`src/hdl/adcd_pkg.sv`:
```
// Purpose: Shared constants and types of the converter-to-memory transfer control block
// Assumes: 32-bit APB data, one aligned word per register
// Notes: Offsets are byte addresses
package adcd_pkg;
    // Register byte offsets
    localparam logic [7:0] OFS_CTRL = 8'h00;
    localparam logic [7:0] OFS_IRQ_STAT = 8'h04;
    localparam logic [7:0] OFS_IRQ_CLR = 8'h08;
    localparam logic [7:0] OFS_IRQ_EN = 8'h0C;
    localparam logic [7:0] OFS_COUNT = 8'h10;
    // Control and status field positions
    localparam int BIT_ENABLE = 7;
    localparam int BIT_COMPLETE = 6;
    localparam int BIT_MODE = 5;
    localparam int BIT_ERR1 = 4;
    localparam int BIT_ERR0 = 3;
    localparam int BIT_WARN_EN = 2;
    localparam int BIT_WARN1 = 1;
    localparam int BIT_WARN0 = 0;
    // Reset values
    localparam logic [7:0] RST_CTRL = 8'h00;
    localparam logic [7:0] RST_IRQ_EN = 8'h00;
    localparam logic [15:0] RST_COUNT = 16'h0000;
    // Flags that can raise the interrupt, in control-register layout
    localparam logic [7:0] FLAG_MASK = 8'h5B;
    localparam logic [7:0] WARN_MASK = 8'h03;
    // Conversion result widths
    localparam int DATA_W = 16;
    // Engine states
    typedef enum logic [1:0] {
        ST_IDLE = 2'b01,
        ST_RUN = 2'b10
    } adcd_state_type;
    // One conversion result from a converter
    typedef struct packed {
        logic valid;
        logic [15:0] data;
    } adcd_conv_type;
    // One memory write request
    typedef struct packed {
        logic req;
        logic sel;
        logic [15:0] data;
    } adcd_mem_type;
endpackage : adcd_pkg

```
`src/hdl/adcd_top.sv`:
```
// Purpose: Control/status register and data paths of a two-converter memory transfer engine
// Assumes: Converters and memory arbiter run on CLK_SYS; APB slave for software
// Notes: Each converter path holds one buffer word plus one held word behind it
////////////////////////////////////////////////////////////////////////////////
// What this block does
// - Enable bit reads one while engine busy
// - Complete flag set when work done, idle
// - Mode bit selects execution scheme zero/one
// - Second converter keeps its own error flag
// - First converter error on lost result
// - Warning enable gates only warning interrupts
// - Warning when result meets full buffer
//
// The APB interface to the registers and the register addresses are this design's own decisions.
module adcd_top (
    // Clock and reset
    input wire logic CLK_SYS,
    input wire logic NRST,
    // APB slave
    input wire logic PSEL,
    input wire logic PENABLE,
    input wire logic PWRITE,
    input wire logic [7:0] PADDR,
    input wire logic [31:0] PWDATA,
    output logic [31:0] PRDATA,
    output logic PREADY,
    output logic PSLVERR,
    // Converter results
    input wire adcd_pkg::adcd_conv_type CONV0,
    input wire adcd_pkg::adcd_conv_type CONV1,
    // Memory write port
    output adcd_pkg::adcd_mem_type MEM_WR,
    input wire logic MEM_GNT,
    // Mode and interrupt
    output logic EXEC_MODE,
    output logic IRQ
);
    ////////////////////////////////////////////////////////////////////////////
    // Declarations
    adcd_pkg::adcd_state_type state; // Engine state
    logic [7:0] flags; // Sticky flags, control-register layout
    logic mode; // Execution mode select
    logic warn_en; // Warning interrupt enable
    logic [7:0] irq_en; // Interrupt enable, same layout
    logic [15:0] count; // Words to move per operation
    logic [15:0] done_cnt; // Words moved so far
    logic [1:0] buf_full; // Buffer word waiting for memory
    logic [1:0] hold_full; // Converter register word waiting for buffer
    logic [15:0] buf_data [0:1]; // Buffer words
    logic [15:0] hold_data [0:1]; // Held words
    logic access; // APB access phase
    logic wr_now; // Write takes effect this edge
    logic ctrl_wr; // Control register written
    logic start; // Software start request
    logic stop; // Software stop request
    logic mem_done; // Memory accepted a word
    logic last_word; // Accepted word completes operation
    logic [7:0] set_flags; // Hardware flag events
    logic [7:0] clr_flags; // Software flag clears
    logic [7:0] ctrl_read; // Control register read view
    logic [31:0] next_prdata; // Read mux
    logic next_slverr; // Unmapped address answer
    logic [1:0] conv_valid; // Valid of both converters
    logic [15:0] conv_data [0:1]; // Data of both converters

    // Address decode used by read and write paths
    function automatic logic mapped(input logic [7:0] addr);
        mapped = (addr == adcd_pkg::OFS_CTRL) || (addr == adcd_pkg::OFS_IRQ_STAT) ||
                 (addr == adcd_pkg::OFS_IRQ_CLR) || (addr == adcd_pkg::OFS_IRQ_EN) ||
                 (addr == adcd_pkg::OFS_COUNT);
    endfunction

    ////////////////////////////////////////////////////////////////////////////
    // Bus strobes
    assign access = PSEL && PENABLE;
    assign wr_now = access && PREADY && PWRITE;
    assign ctrl_wr = wr_now && (PADDR == adcd_pkg::OFS_CTRL);
    assign start = ctrl_wr && PWDATA[adcd_pkg::BIT_ENABLE];
    assign stop = ctrl_wr && !PWDATA[adcd_pkg::BIT_ENABLE];
    assign conv_valid = {CONV1.valid, CONV0.valid};
    assign conv_data[0] = CONV0.data;
    assign conv_data[1] = CONV1.data;
    assign mem_done = MEM_WR.req && MEM_GNT;
    assign last_word = mem_done && (done_cnt + 16'h0001 >= count);

    ////////////////////////////////////////////////////////////////////////////
    // APB ready: one wait state, registered so the output comes from a flop
    always_ff @(posedge CLK_SYS) begin
        if (!NRST) begin
            PREADY <= 1'b0;
        end else begin
            PREADY <= access && !PREADY;
        end
    end

    // Read data and error, presented with ready
    always_comb begin
        next_prdata = 32'h0000_0000;
        next_slverr = 1'b0;
        case (PADDR)
            adcd_pkg::OFS_CTRL: next_prdata = {24'h000000, ctrl_read};
            adcd_pkg::OFS_IRQ_STAT: next_prdata = {24'h000000, flags};
            adcd_pkg::OFS_IRQ_EN: next_prdata = {24'h000000, irq_en};
            adcd_pkg::OFS_COUNT: next_prdata = {16'h0000, count};
            default: next_prdata = 32'h0000_0000; // Clear register reads zero
        endcase
        if (!mapped(PADDR)) begin
            next_slverr = 1'b1;
        end
    end

    // Capture read data in the wait state
    always_ff @(posedge CLK_SYS) begin
        if (!NRST) begin
            PRDATA <= 32'h0000_0000;
            PSLVERR <= 1'b0;
        end else if (access && !PREADY) begin
            PRDATA <= PWRITE ? 32'h0000_0000 : next_prdata;
            PSLVERR <= next_slverr;
        end else begin
            PRDATA <= 32'h0000_0000;
            PSLVERR <= 1'b0;
        end
    end

    ////////////////////////////////////////////////////////////////////////////
    // Control read view
    always_comb begin
        ctrl_read = flags;
        ctrl_read[adcd_pkg::BIT_ENABLE] = (state == adcd_pkg::ST_RUN);
        ctrl_read[adcd_pkg::BIT_MODE] = mode;
        ctrl_read[adcd_pkg::BIT_WARN_EN] = warn_en;
    end

    ////////////////////////////////////////////////////////////////////////////
    // Software configuration bits
    always_ff @(posedge CLK_SYS) begin
        if (!NRST) begin
            mode <= adcd_pkg::RST_CTRL[adcd_pkg::BIT_MODE];
            warn_en <= adcd_pkg::RST_CTRL[adcd_pkg::BIT_WARN_EN];
            irq_en <= adcd_pkg::RST_IRQ_EN;
            count <= adcd_pkg::RST_COUNT;
        end else begin
            if (ctrl_wr) begin
                mode <= PWDATA[adcd_pkg::BIT_MODE];
                warn_en <= PWDATA[adcd_pkg::BIT_WARN_EN];
            end
            if (wr_now && (PADDR == adcd_pkg::OFS_IRQ_EN)) begin
                irq_en <= PWDATA[7:0] & adcd_pkg::FLAG_MASK;
            end
            if (wr_now && (PADDR == adcd_pkg::OFS_COUNT)) begin
                count <= PWDATA[15:0];
            end
        end
    end

    ////////////////////////////////////////////////////////////////////////////
    // Engine state: runs until the programmed words are written or stopped
    always_ff @(posedge CLK_SYS) begin
        if (!NRST) begin
            state <= adcd_pkg::ST_IDLE;
            done_cnt <= 16'h0000;
        end else begin
            case (state)
                adcd_pkg::ST_IDLE: begin
                    if (start) begin
                        state <= adcd_pkg::ST_RUN;
                        done_cnt <= 16'h0000;
                    end
                end
                adcd_pkg::ST_RUN: begin
                    if (stop) begin
                        state <= adcd_pkg::ST_IDLE;
                    end else if (last_word) begin
                        state <= adcd_pkg::ST_IDLE;
                    end else if (mem_done) begin
                        done_cnt <= done_cnt + 16'h0001;
                    end
                end
                default: state <= adcd_pkg::ST_IDLE;
            endcase
        end
    end

    ////////////////////////////////////////////////////////////////////////////
    // Per-converter double buffer; results are taken only while running
    always_ff @(posedge CLK_SYS) begin
        if (!NRST) begin
            buf_full <= 2'b00;
            hold_full <= 2'b00;
            buf_data[0] <= 16'h0000;
            buf_data[1] <= 16'h0000;
            hold_data[0] <= 16'h0000;
            hold_data[1] <= 16'h0000;
        end else begin
            for (int i = 0; i < 2; i++) begin
                // Draining this buffer frees it for the held word
                if (mem_done && (MEM_WR.sel == i[0])) begin
                    buf_full[i] <= hold_full[i];
                    buf_data[i] <= hold_data[i];
                    hold_full[i] <= 1'b0;
                end
                if (conv_valid[i] && (state == adcd_pkg::ST_RUN)) begin
                    if (!buf_full[i] && !(mem_done && (MEM_WR.sel == i[0]))) begin
                        buf_full[i] <= 1'b1;
                        buf_data[i] <= conv_data[i];
                    end else if (mem_done && (MEM_WR.sel == i[0]) && !hold_full[i]) begin
                        buf_full[i] <= 1'b1;
                        buf_data[i] <= conv_data[i];
                    end else begin
                        // Older held word is overwritten if present, unless it moves to the buffer this cycle
                        hold_full[i] <= 1'b1;
                        hold_data[i] <= conv_data[i];
                    end
                end
                if (stop) begin
                    buf_full[i] <= 1'b0;
                    hold_full[i] <= 1'b0;
                end
            end
        end
    end

    ////////////////////////////////////////////////////////////////////////////
    // Memory request: converter 0 first; held until granted
    always_ff @(posedge CLK_SYS) begin
        if (!NRST) begin
            MEM_WR <= '0;
        end else if (stop) begin
            // Stop withdraws a pending word
            // An ungranted word must not reach memory after a stop
            MEM_WR.req <= 1'b0;
        end else if (mem_done || !MEM_WR.req) begin
            MEM_WR.req <= 1'b0;
            // No new word once the final grant ends the operation
            if (state == adcd_pkg::ST_RUN && !last_word) begin
                if (buf_full[0] && !(mem_done && !MEM_WR.sel)) begin
                    MEM_WR.req <= 1'b1;
                    MEM_WR.sel <= 1'b0;
                    MEM_WR.data <= buf_data[0];
                end else if (buf_full[1] && !(mem_done && MEM_WR.sel)) begin
                    MEM_WR.req <= 1'b1;
                    MEM_WR.sel <= 1'b1;
                    MEM_WR.data <= buf_data[1];
                end
            end
        end
    end

    ////////////////////////////////////////////////////////////////////////////
    // Hardware flag events
    always_comb begin
        set_flags = 8'h00;
        set_flags[adcd_pkg::BIT_COMPLETE] = (state == adcd_pkg::ST_RUN) && !stop && last_word;
        set_flags[adcd_pkg::BIT_WARN0] = conv_valid[0] && (state == adcd_pkg::ST_RUN) && buf_full[0];
        set_flags[adcd_pkg::BIT_WARN1] = conv_valid[1] && (state == adcd_pkg::ST_RUN) && buf_full[1];
        set_flags[adcd_pkg::BIT_ERR0] = conv_valid[0] && (state == adcd_pkg::ST_RUN) && hold_full[0] &&
                                        !(mem_done && !MEM_WR.sel);
        set_flags[adcd_pkg::BIT_ERR1] = conv_valid[1] && (state == adcd_pkg::ST_RUN) && hold_full[1] &&
                                        !(mem_done && MEM_WR.sel);
    end

    // Software clears: zero written to control, or one written to clear register
    always_comb begin
        clr_flags = 8'h00;
        if (ctrl_wr) begin
            clr_flags = ~PWDATA[7:0] & adcd_pkg::FLAG_MASK;
        end else if (wr_now && (PADDR == adcd_pkg::OFS_IRQ_CLR)) begin
            clr_flags = PWDATA[7:0] & adcd_pkg::FLAG_MASK;
        end
    end

    // Sticky flags; a set in the same cycle as a clear is kept
    always_ff @(posedge CLK_SYS) begin
        if (!NRST) begin
            flags <= adcd_pkg::RST_CTRL & adcd_pkg::FLAG_MASK;
        end else begin
            flags <= (flags & ~clr_flags) | set_flags;
        end
    end

    ////////////////////////////////////////////////////////////////////////////
    // Outputs: mode and gated interrupt level
    always_ff @(posedge CLK_SYS) begin
        if (!NRST) begin
            EXEC_MODE <= 1'b0;
            IRQ <= 1'b0;
        end else begin
            EXEC_MODE <= mode;
            IRQ <= |(flags & irq_en & (warn_en ? 8'hFF : ~adcd_pkg::WARN_MASK));
        end
    end
endmodule // adcd_top

```
`config.mk`:
```
export PLATFORM = sky130hd
export DESIGN_NAME = adcd_top
export DESIGN_NICKNAME = d
export VERILOG_FILES = /design/src/hdl/adcd_pkg.sv /design/src/hdl/adcd_top.sv
export SDC_FILE = /design/constraint.sdc
export NUM_CORES = 1
export LEC_CHECK = 0
export BUFFER_PORTS_ARGS = -buffer_cell sky130_fd_sc_hd__buf_2
export CORE_MARGIN = 1
export CORE_UTILIZATION = 30
export DETAILED_ROUTE_END_ITERATION = 8
export GPL_TIMING_DRIVEN = 0
export PLACE_DENSITY = 0.54
export SLEW_MARGIN = 0
export SYNTH_ARGS = -nofsm -noshare
export SYNTH_HDL_FRONTEND = slang
export SYNTH_SLANG_ARGS = --single-unit
```
`constraint.sdc`:
```
create_clock -name CLK_SYS -period 3.35 [get_ports CLK_SYS]
set_input_delay 0 -clock CLK_SYS [delete_from_list [all_inputs] [get_ports CLK_SYS]]
set_output_delay 0 -clock CLK_SYS [all_outputs]
set_load 0.05 [all_outputs]
```
==> After elaboration in Yosys (flattened, before gate mapping) <==
Memory sizes are Yosys's and may differ from the RTL's.
Cells that the tools add are included.
{ "classes": {"eq_ne": 11, "n_reduce_logical": 60, "n_lt_le_gt_ge": 1, "n_mux": 76, "bitwise_logic": 18, "n_addsub": 1} }
{ "ops": {"columns": ["op", "n"], "rows": [
  ["$mux 16", 12],
  ["$pmux 16 s4", 1],
  ["$mux 18", 3],
  ["$mux 1", 52],
  ["$logic_and 1x1->1", 32],
  ["$pmux 16 s2", 1],
  ["$add 16x1->16 const B", 1],
  ["$and 8x8->8", 2],
  ["$eq 8x4->1 const B", 2],
  ["$ge 16x16->1", 1],
  ["$mux 7", 2],
  ["$logic_not 1->1", 13],
  ["$and 8x7->8", 1],
  ["$eq 8x3->1 const B", 1],
  ["$eq 8x5->1 const B", 1],
  ["$logic_not 8->1", 1],
  ["$mux 2", 4],
  ["$ne 2x2->1 const B", 4],
  ["$not 8->8", 1],
  ["$or 1x1->1", 8],
  ["$or 8x7->8", 1],
  ["$reduce_or 8->1", 1],
  ["$not 7->7", 1],
  ["$logic_or 1x1->1", 5],
  ["other kinds (11)", 16]
]} }
{ "totals": {"ff_bits": 107, "mem_bits_rw": 64, "output_inout_bits": 54, "wordCells": 186, "memories": 2} }
{ "mem_list": {"columns": ["memory", "words", "word_bits", "rd", "rd_ports_with_merged_regs", "wr", "line", "text"], "rows": [
  ["buf_data", 2, 16, 2, 0, 2, "adcd_top.sv:49", "logic [15:0] buf_data [0:1];"],
  ["hold_data", 2, 16, 2, 0, 2, "adcd_top.sv:50", "logic [15:0] hold_data [0:1];"]
]} }

==> Depth between registers and ports, before layout <==
{ "depth": {"word_depth": 10, "ltp_mapped": 15, "ltp_nobuf": 13} }

==> Worst setup path before layout <==
OpenSTA, ideal clock, no wires.
{ "synth_path": {"kind": "reg2reg", "from": "register done_cnt[0]", "to": "register flags[6]", "n_path_buf": 1, "arrival_time_ns": 3.115, "path_slack_ns": 0.165, "stages_incl_launch_ff": 15, "period_less_slack_ns": 3.185, "cell_sequence": "dfxtp_1 ha_1 and3_4 nand2_2 nor4_4 nand3_2 xnor2_1 ha_1 nand4_1 nor3_1 o311ai_2 a31oi_2 buf_2 nand3_1 a21oi_1"} }
{ "synth_between": {"elab_chain_cells": 5} }
{ "synth_lines": {"columns": ["element", "line", "text"], "rows": [
  ["start: declaration", "adcd_top.sv:46", "logic [15:0] done_cnt;"],
  ["start signal: assignment", "adcd_top.sv:177", "done_cnt <= done_cnt + 16'h0001;"],
  ["$add 16x1->16", "adcd_top.sv:84", "assign last_word = mem_done && (done_cnt + 16'h0001 >= count);"],
  ["$ge 16x16->1", "adcd_top.sv:84", null],
  ["$logic_and 1x1->1", "adcd_top.sv:84", null],
  ["$logic_and 1x1->1", "adcd_top.sv:254", "set_flags[adcd_pkg::BIT_COMPLETE] = (state == adcd_pkg::ST_RUN) && !stop && last_word;"],
  ["$or 8x7->8", "adcd_top.sv:278", "flags <= (flags & ~clr_flags) | set_flags;"],
  ["end signal: assignment", "adcd_top.sv:276", "flags <= adcd_pkg::RST_CTRL & adcd_pkg::FLAG_MASK;"],
  ["end signal: assignment", "adcd_top.sv:278", null],
  ["end: declaration", "adcd_top.sv:41", "logic [7:0] flags;"]
]} }
No other way between the ends.
A chain may end at the register's enable or synchronous reset.

==> Worst setup path after layout <==
{ "layout_path": {"from": "register done_cnt[0]", "to": "register done_cnt[2]"} }
{ "layout_between": {"elab_chain_cells": 5} }
{ "layout_lines": {"columns": ["element", "line"], "rows": [
  ["$add 16x1->16 *", "adcd_top.sv:84, adcd_top.sv:177"],
  ["$ge 16x16->1 or $mux 16 (tied branches)", "adcd_top.sv:84, adcd_top.sv:176"],
  ["$logic_and 1x1->1 or $mux 16 (tied branches)", "adcd_top.sv:84, adcd_top.sv:174"],
  ["$ne 2x2->1 (no source line) or $mux 16 (tied branches)", null],
  ["$reduce_and 5->1 (no source line) or $pmux 16 s2 (tied branches)", null]
]} }
Every way passes the cells marked *; elsewhere a longest branch is shown, timed or not. The select of a mux whose other input is x is not followed.

==> impl_metrics.tcl <==
set metrics [dict create \
    status "finished, final reports clean" \
    critPathMaxFanout 5 \
    overflow 0 \
    dieArea_mm2 0.02432 \
    cts.clk_slew.worst_paths_ns 0.07 \
    root_buffer "clkbuf_16" \
    maxCapViolCount 0 \
    place.gp.congestion 0.8599 \
    syn_to_final_growth_pct 34.08 \
    regArea_mm2 0.003701 \
    crit_slowest_cell "dfxtp_4" \
    syn_avg_cell_area_um2 10.14 \
    relSlewSlack 0.3494 \
    cts_sinks 152 \
    first_pass_iters 5 \
    path_class "flip-flop to flip-flop" \
    finalCriticalPeriod_ns 3.270 \
    fin_crit_sh 0.9762 \
    numCtsBuffers 17 \
    whs_ns 0.02111 \
    switching_share 0.2550 \
    drc 0 \
    dpl.hpwl_um 13510 \
    synth_flop_cell "dfxtp_1" \
    total_power_mw 4.102 \
    synthArstFlopShare 0 \
    ff2ff_path_depth 14 \
    antenna_found_initial 1 \
    syn_area_mm2 0.007111 \
    yosysTopAreaCell "edfxtp_1" \
    crit_arrival_ns 3.62 \
    grt_max_degree 19 \
    yosysUniqueCellTypes 65 \
    final_common_cell "buf_2" \
    ys_seq_area_frac 0.5180 \
    final_nets 1004 \
    antenna_left 0 \
    max_stage_delay_ns 0.38 \
    min-delay-start "PADDR[3]" \
    p_leak_nw 3.938 \
    tightest_slew_ns 0.9676 \
    power_density_mw_per_mm2 430.2 \
    fillers 2252 \
    drt_iter0_markers 326 \
    startpoint_type "flip-flop" \
    grtUsageTotal 0.1601 \
    yosysWarnings 0 \
    cp-end-kind "flip-flop" \
    initial_utilization 0.3103 \
    coreArea_mm2 0.02292 \
    syn_inst 701 \
    vdd_drop_max_mv 0.2708 \
    p_comb_frac 0.054 \
    wl_um 18970 \
    place_inst 1130 \
    slew_violations 0 \
    synth-seq-cells 152 \
    multi_input_area_mm2 0.003271 \
    synth.area.top_cells "edfxtp_1, dfxtp_1, nand2_1" \
    wl_per_cell_um 15.37 \
    grt_pass1_vias 5509 \
    worst_ep_required_time_ns 3.69 \
    port_buffers 100 \
    std_cell_rows 55 \
    r2r_slack_ns 0.08 \
    crit_chain "ha_4, and3_4, nand2_4, nor4_4, nand3_2, xnor2_2, ha_1, a211oi_2, nor2_2, nor4b_4, nand4b_1, buf_4, or3b_1, a31oi_1" \
    fin_skew_ns 0.01447 \
    num_vias 5817 \
    rr_startpoint "done_cnt[0]" \
    grt_pass1_wl_um 29900 \
    synth_top_area_frac 0.2703 \
    clock_latency_ns 0.43 \
    finalHoldViolations 0 \
    die_y_um 156.0 \
    seqPwrFrac 0.479 \
    final_cell_mix "buf_2, nand2_1, dfxtp_1" \
    layout.cells.non_filler 1234 \
    ios 134 \
    pwr-share-clk 0.466 \
    cts_tree "built" \
    setup_viol 0 \
    worstSetupStartpoint "done_cnt[0]" \
    p_sw_mw 1.046 \
    hold_depth 4 \
    fp.dieW_um 156.0 \
    fmaxAchievable_ghz 0.3058 \
    htree_levels 4 \
    synth_edf_count 64 \
    vias_per_cell 4.714 \
    drive_gt1_frac 0.2446 \
    min_path_type "primary input to flip-flop" \
    rsz0062_at_grt "yes" \
    internal_power_mw 3.056 \
    clockBufferDepth 2 \
]
cells in the mapped netlist (all sizes together), types with 14 or more instances:
cell type,count
nand4,20
o211ai,18
and2,38
ha,17
mux2i,21
o21ai,14
dfxtp,88
nand2,97
inv,19
nor2,39
a21oi,26
edfxtp,64
a22o,33
clkbuf,23
nand3,40
buf,33
power groups by stage:
| stage | sequential (mW) | clock, mW | combinational, mW |
|---|---|---|---|
| after global placement | 2.01 | 0 | 0.172 |
| after detailed placement | 2.01 | 0 | 0.174 |
| after floorplan | 2.01 | 0 | 0.0931 |
| after CTS | 1.97 | 1.95 | 0.224 |
| after global routing | 1.97 | 2.02 | 0.239 |
| final | 1.97 | 1.91 | 0.223 |
final timing paths:
path | to
max | done_cnt[2]
min | flags[1]
max reg2reg | done_cnt[2]
min reg2reg | mode
worst max-delay path: cells and delay by family (launching register included):
family / cells / cell delay (ns)
compound gates: 2 / 0.38
xor+xnor: 1 / 0.17
fa+ha+maj: 2 / 0.37
buf+inv: 1 / 0.23
flops: 1 / 0.38
simple gates: 8 / 1.64
routing by layer:
metal / part of all wire / track usage / vias up
li1: - / - / 2948
met1: 0.49 / 0.2255 / 2687
met2: 0.45 / 0.2445 / 162
met3: 0.044 / 0.02833 / 20
met4: 0.016 / 0.05696 / 0
met5: 0 / 0 / -
cells by family (layout without fill, tap and decap cells):
family | Yosys count | in the layout | share of synthesized area
other | 1 | 17 | 0.0005274
and+or+nand+nor | 284 | 284 | 0.2083
AOI/OAI and AO/OA | 131 | 131 | 0.1358
DFF | 152 | 152 | 0.5180
muxes | 22 | 22 | 0.03115
adders and majority gates | 17 | 17 | 0.02991
xor gates and xnor gates | 19 | 19 | 0.02340
buffers and inverters | 75 | 279 | 0.05279
registers in the layout (all words and copies together), names as in the netlist:
name       flops
IRQ            1
warn_en        1
MEM_WR        18
mode           1
irq_en         5
EXEC_MODE      1
flags          5
done_cnt      16
buf_data      32
hold_data     32
PRDATA        16
buf_full       2
hold_full      2
PSLVERR        1
PREADY         1
count         16
state          2
what timing repair did:
| item | 4_1_cts | 5_1_grt |
|---|---|---|
| endpoints found under the hold margin | 96 | 0 |
| hold buffers | 55 | 0 |
| gates resized for setup | 6 | 40 |
| pin swaps | 6 | 15 |
| endpoints found under the setup margin | 37 | 36 |
| buffers inserted | 9 | 8 |
through the flow:
step,cell area [um2],setup TNS (ns),util,setup WS [ns]
after floorplan,7167,0,-,0.1645
after global placement,8059,-15.98,0.3517,-0.6438
after detailed placement,8078,-16.91,0.3525,-0.6446
after CTS,9320,-0.1069,0.4067,-0.01951
after global routing,9534,-0.3684,0.4161,-0.06107
final,9534,0,0.4161,0.07968
area by class of cell:
type	count	area share
Antenna cell	1	0.0002625
Buffer	55	0.03281
Clock buffer	17	0.04462
Clock inverter	15	0.01772
Inverter	19	0.007480
Multi-Input combinational cell	489	0.3430
Sequential cell	152	0.3882
Tap cell	313	0.04108
Timing Repair Buffer	173	0.1248
No activity file was read; power rests on OpenSTA's default activity.
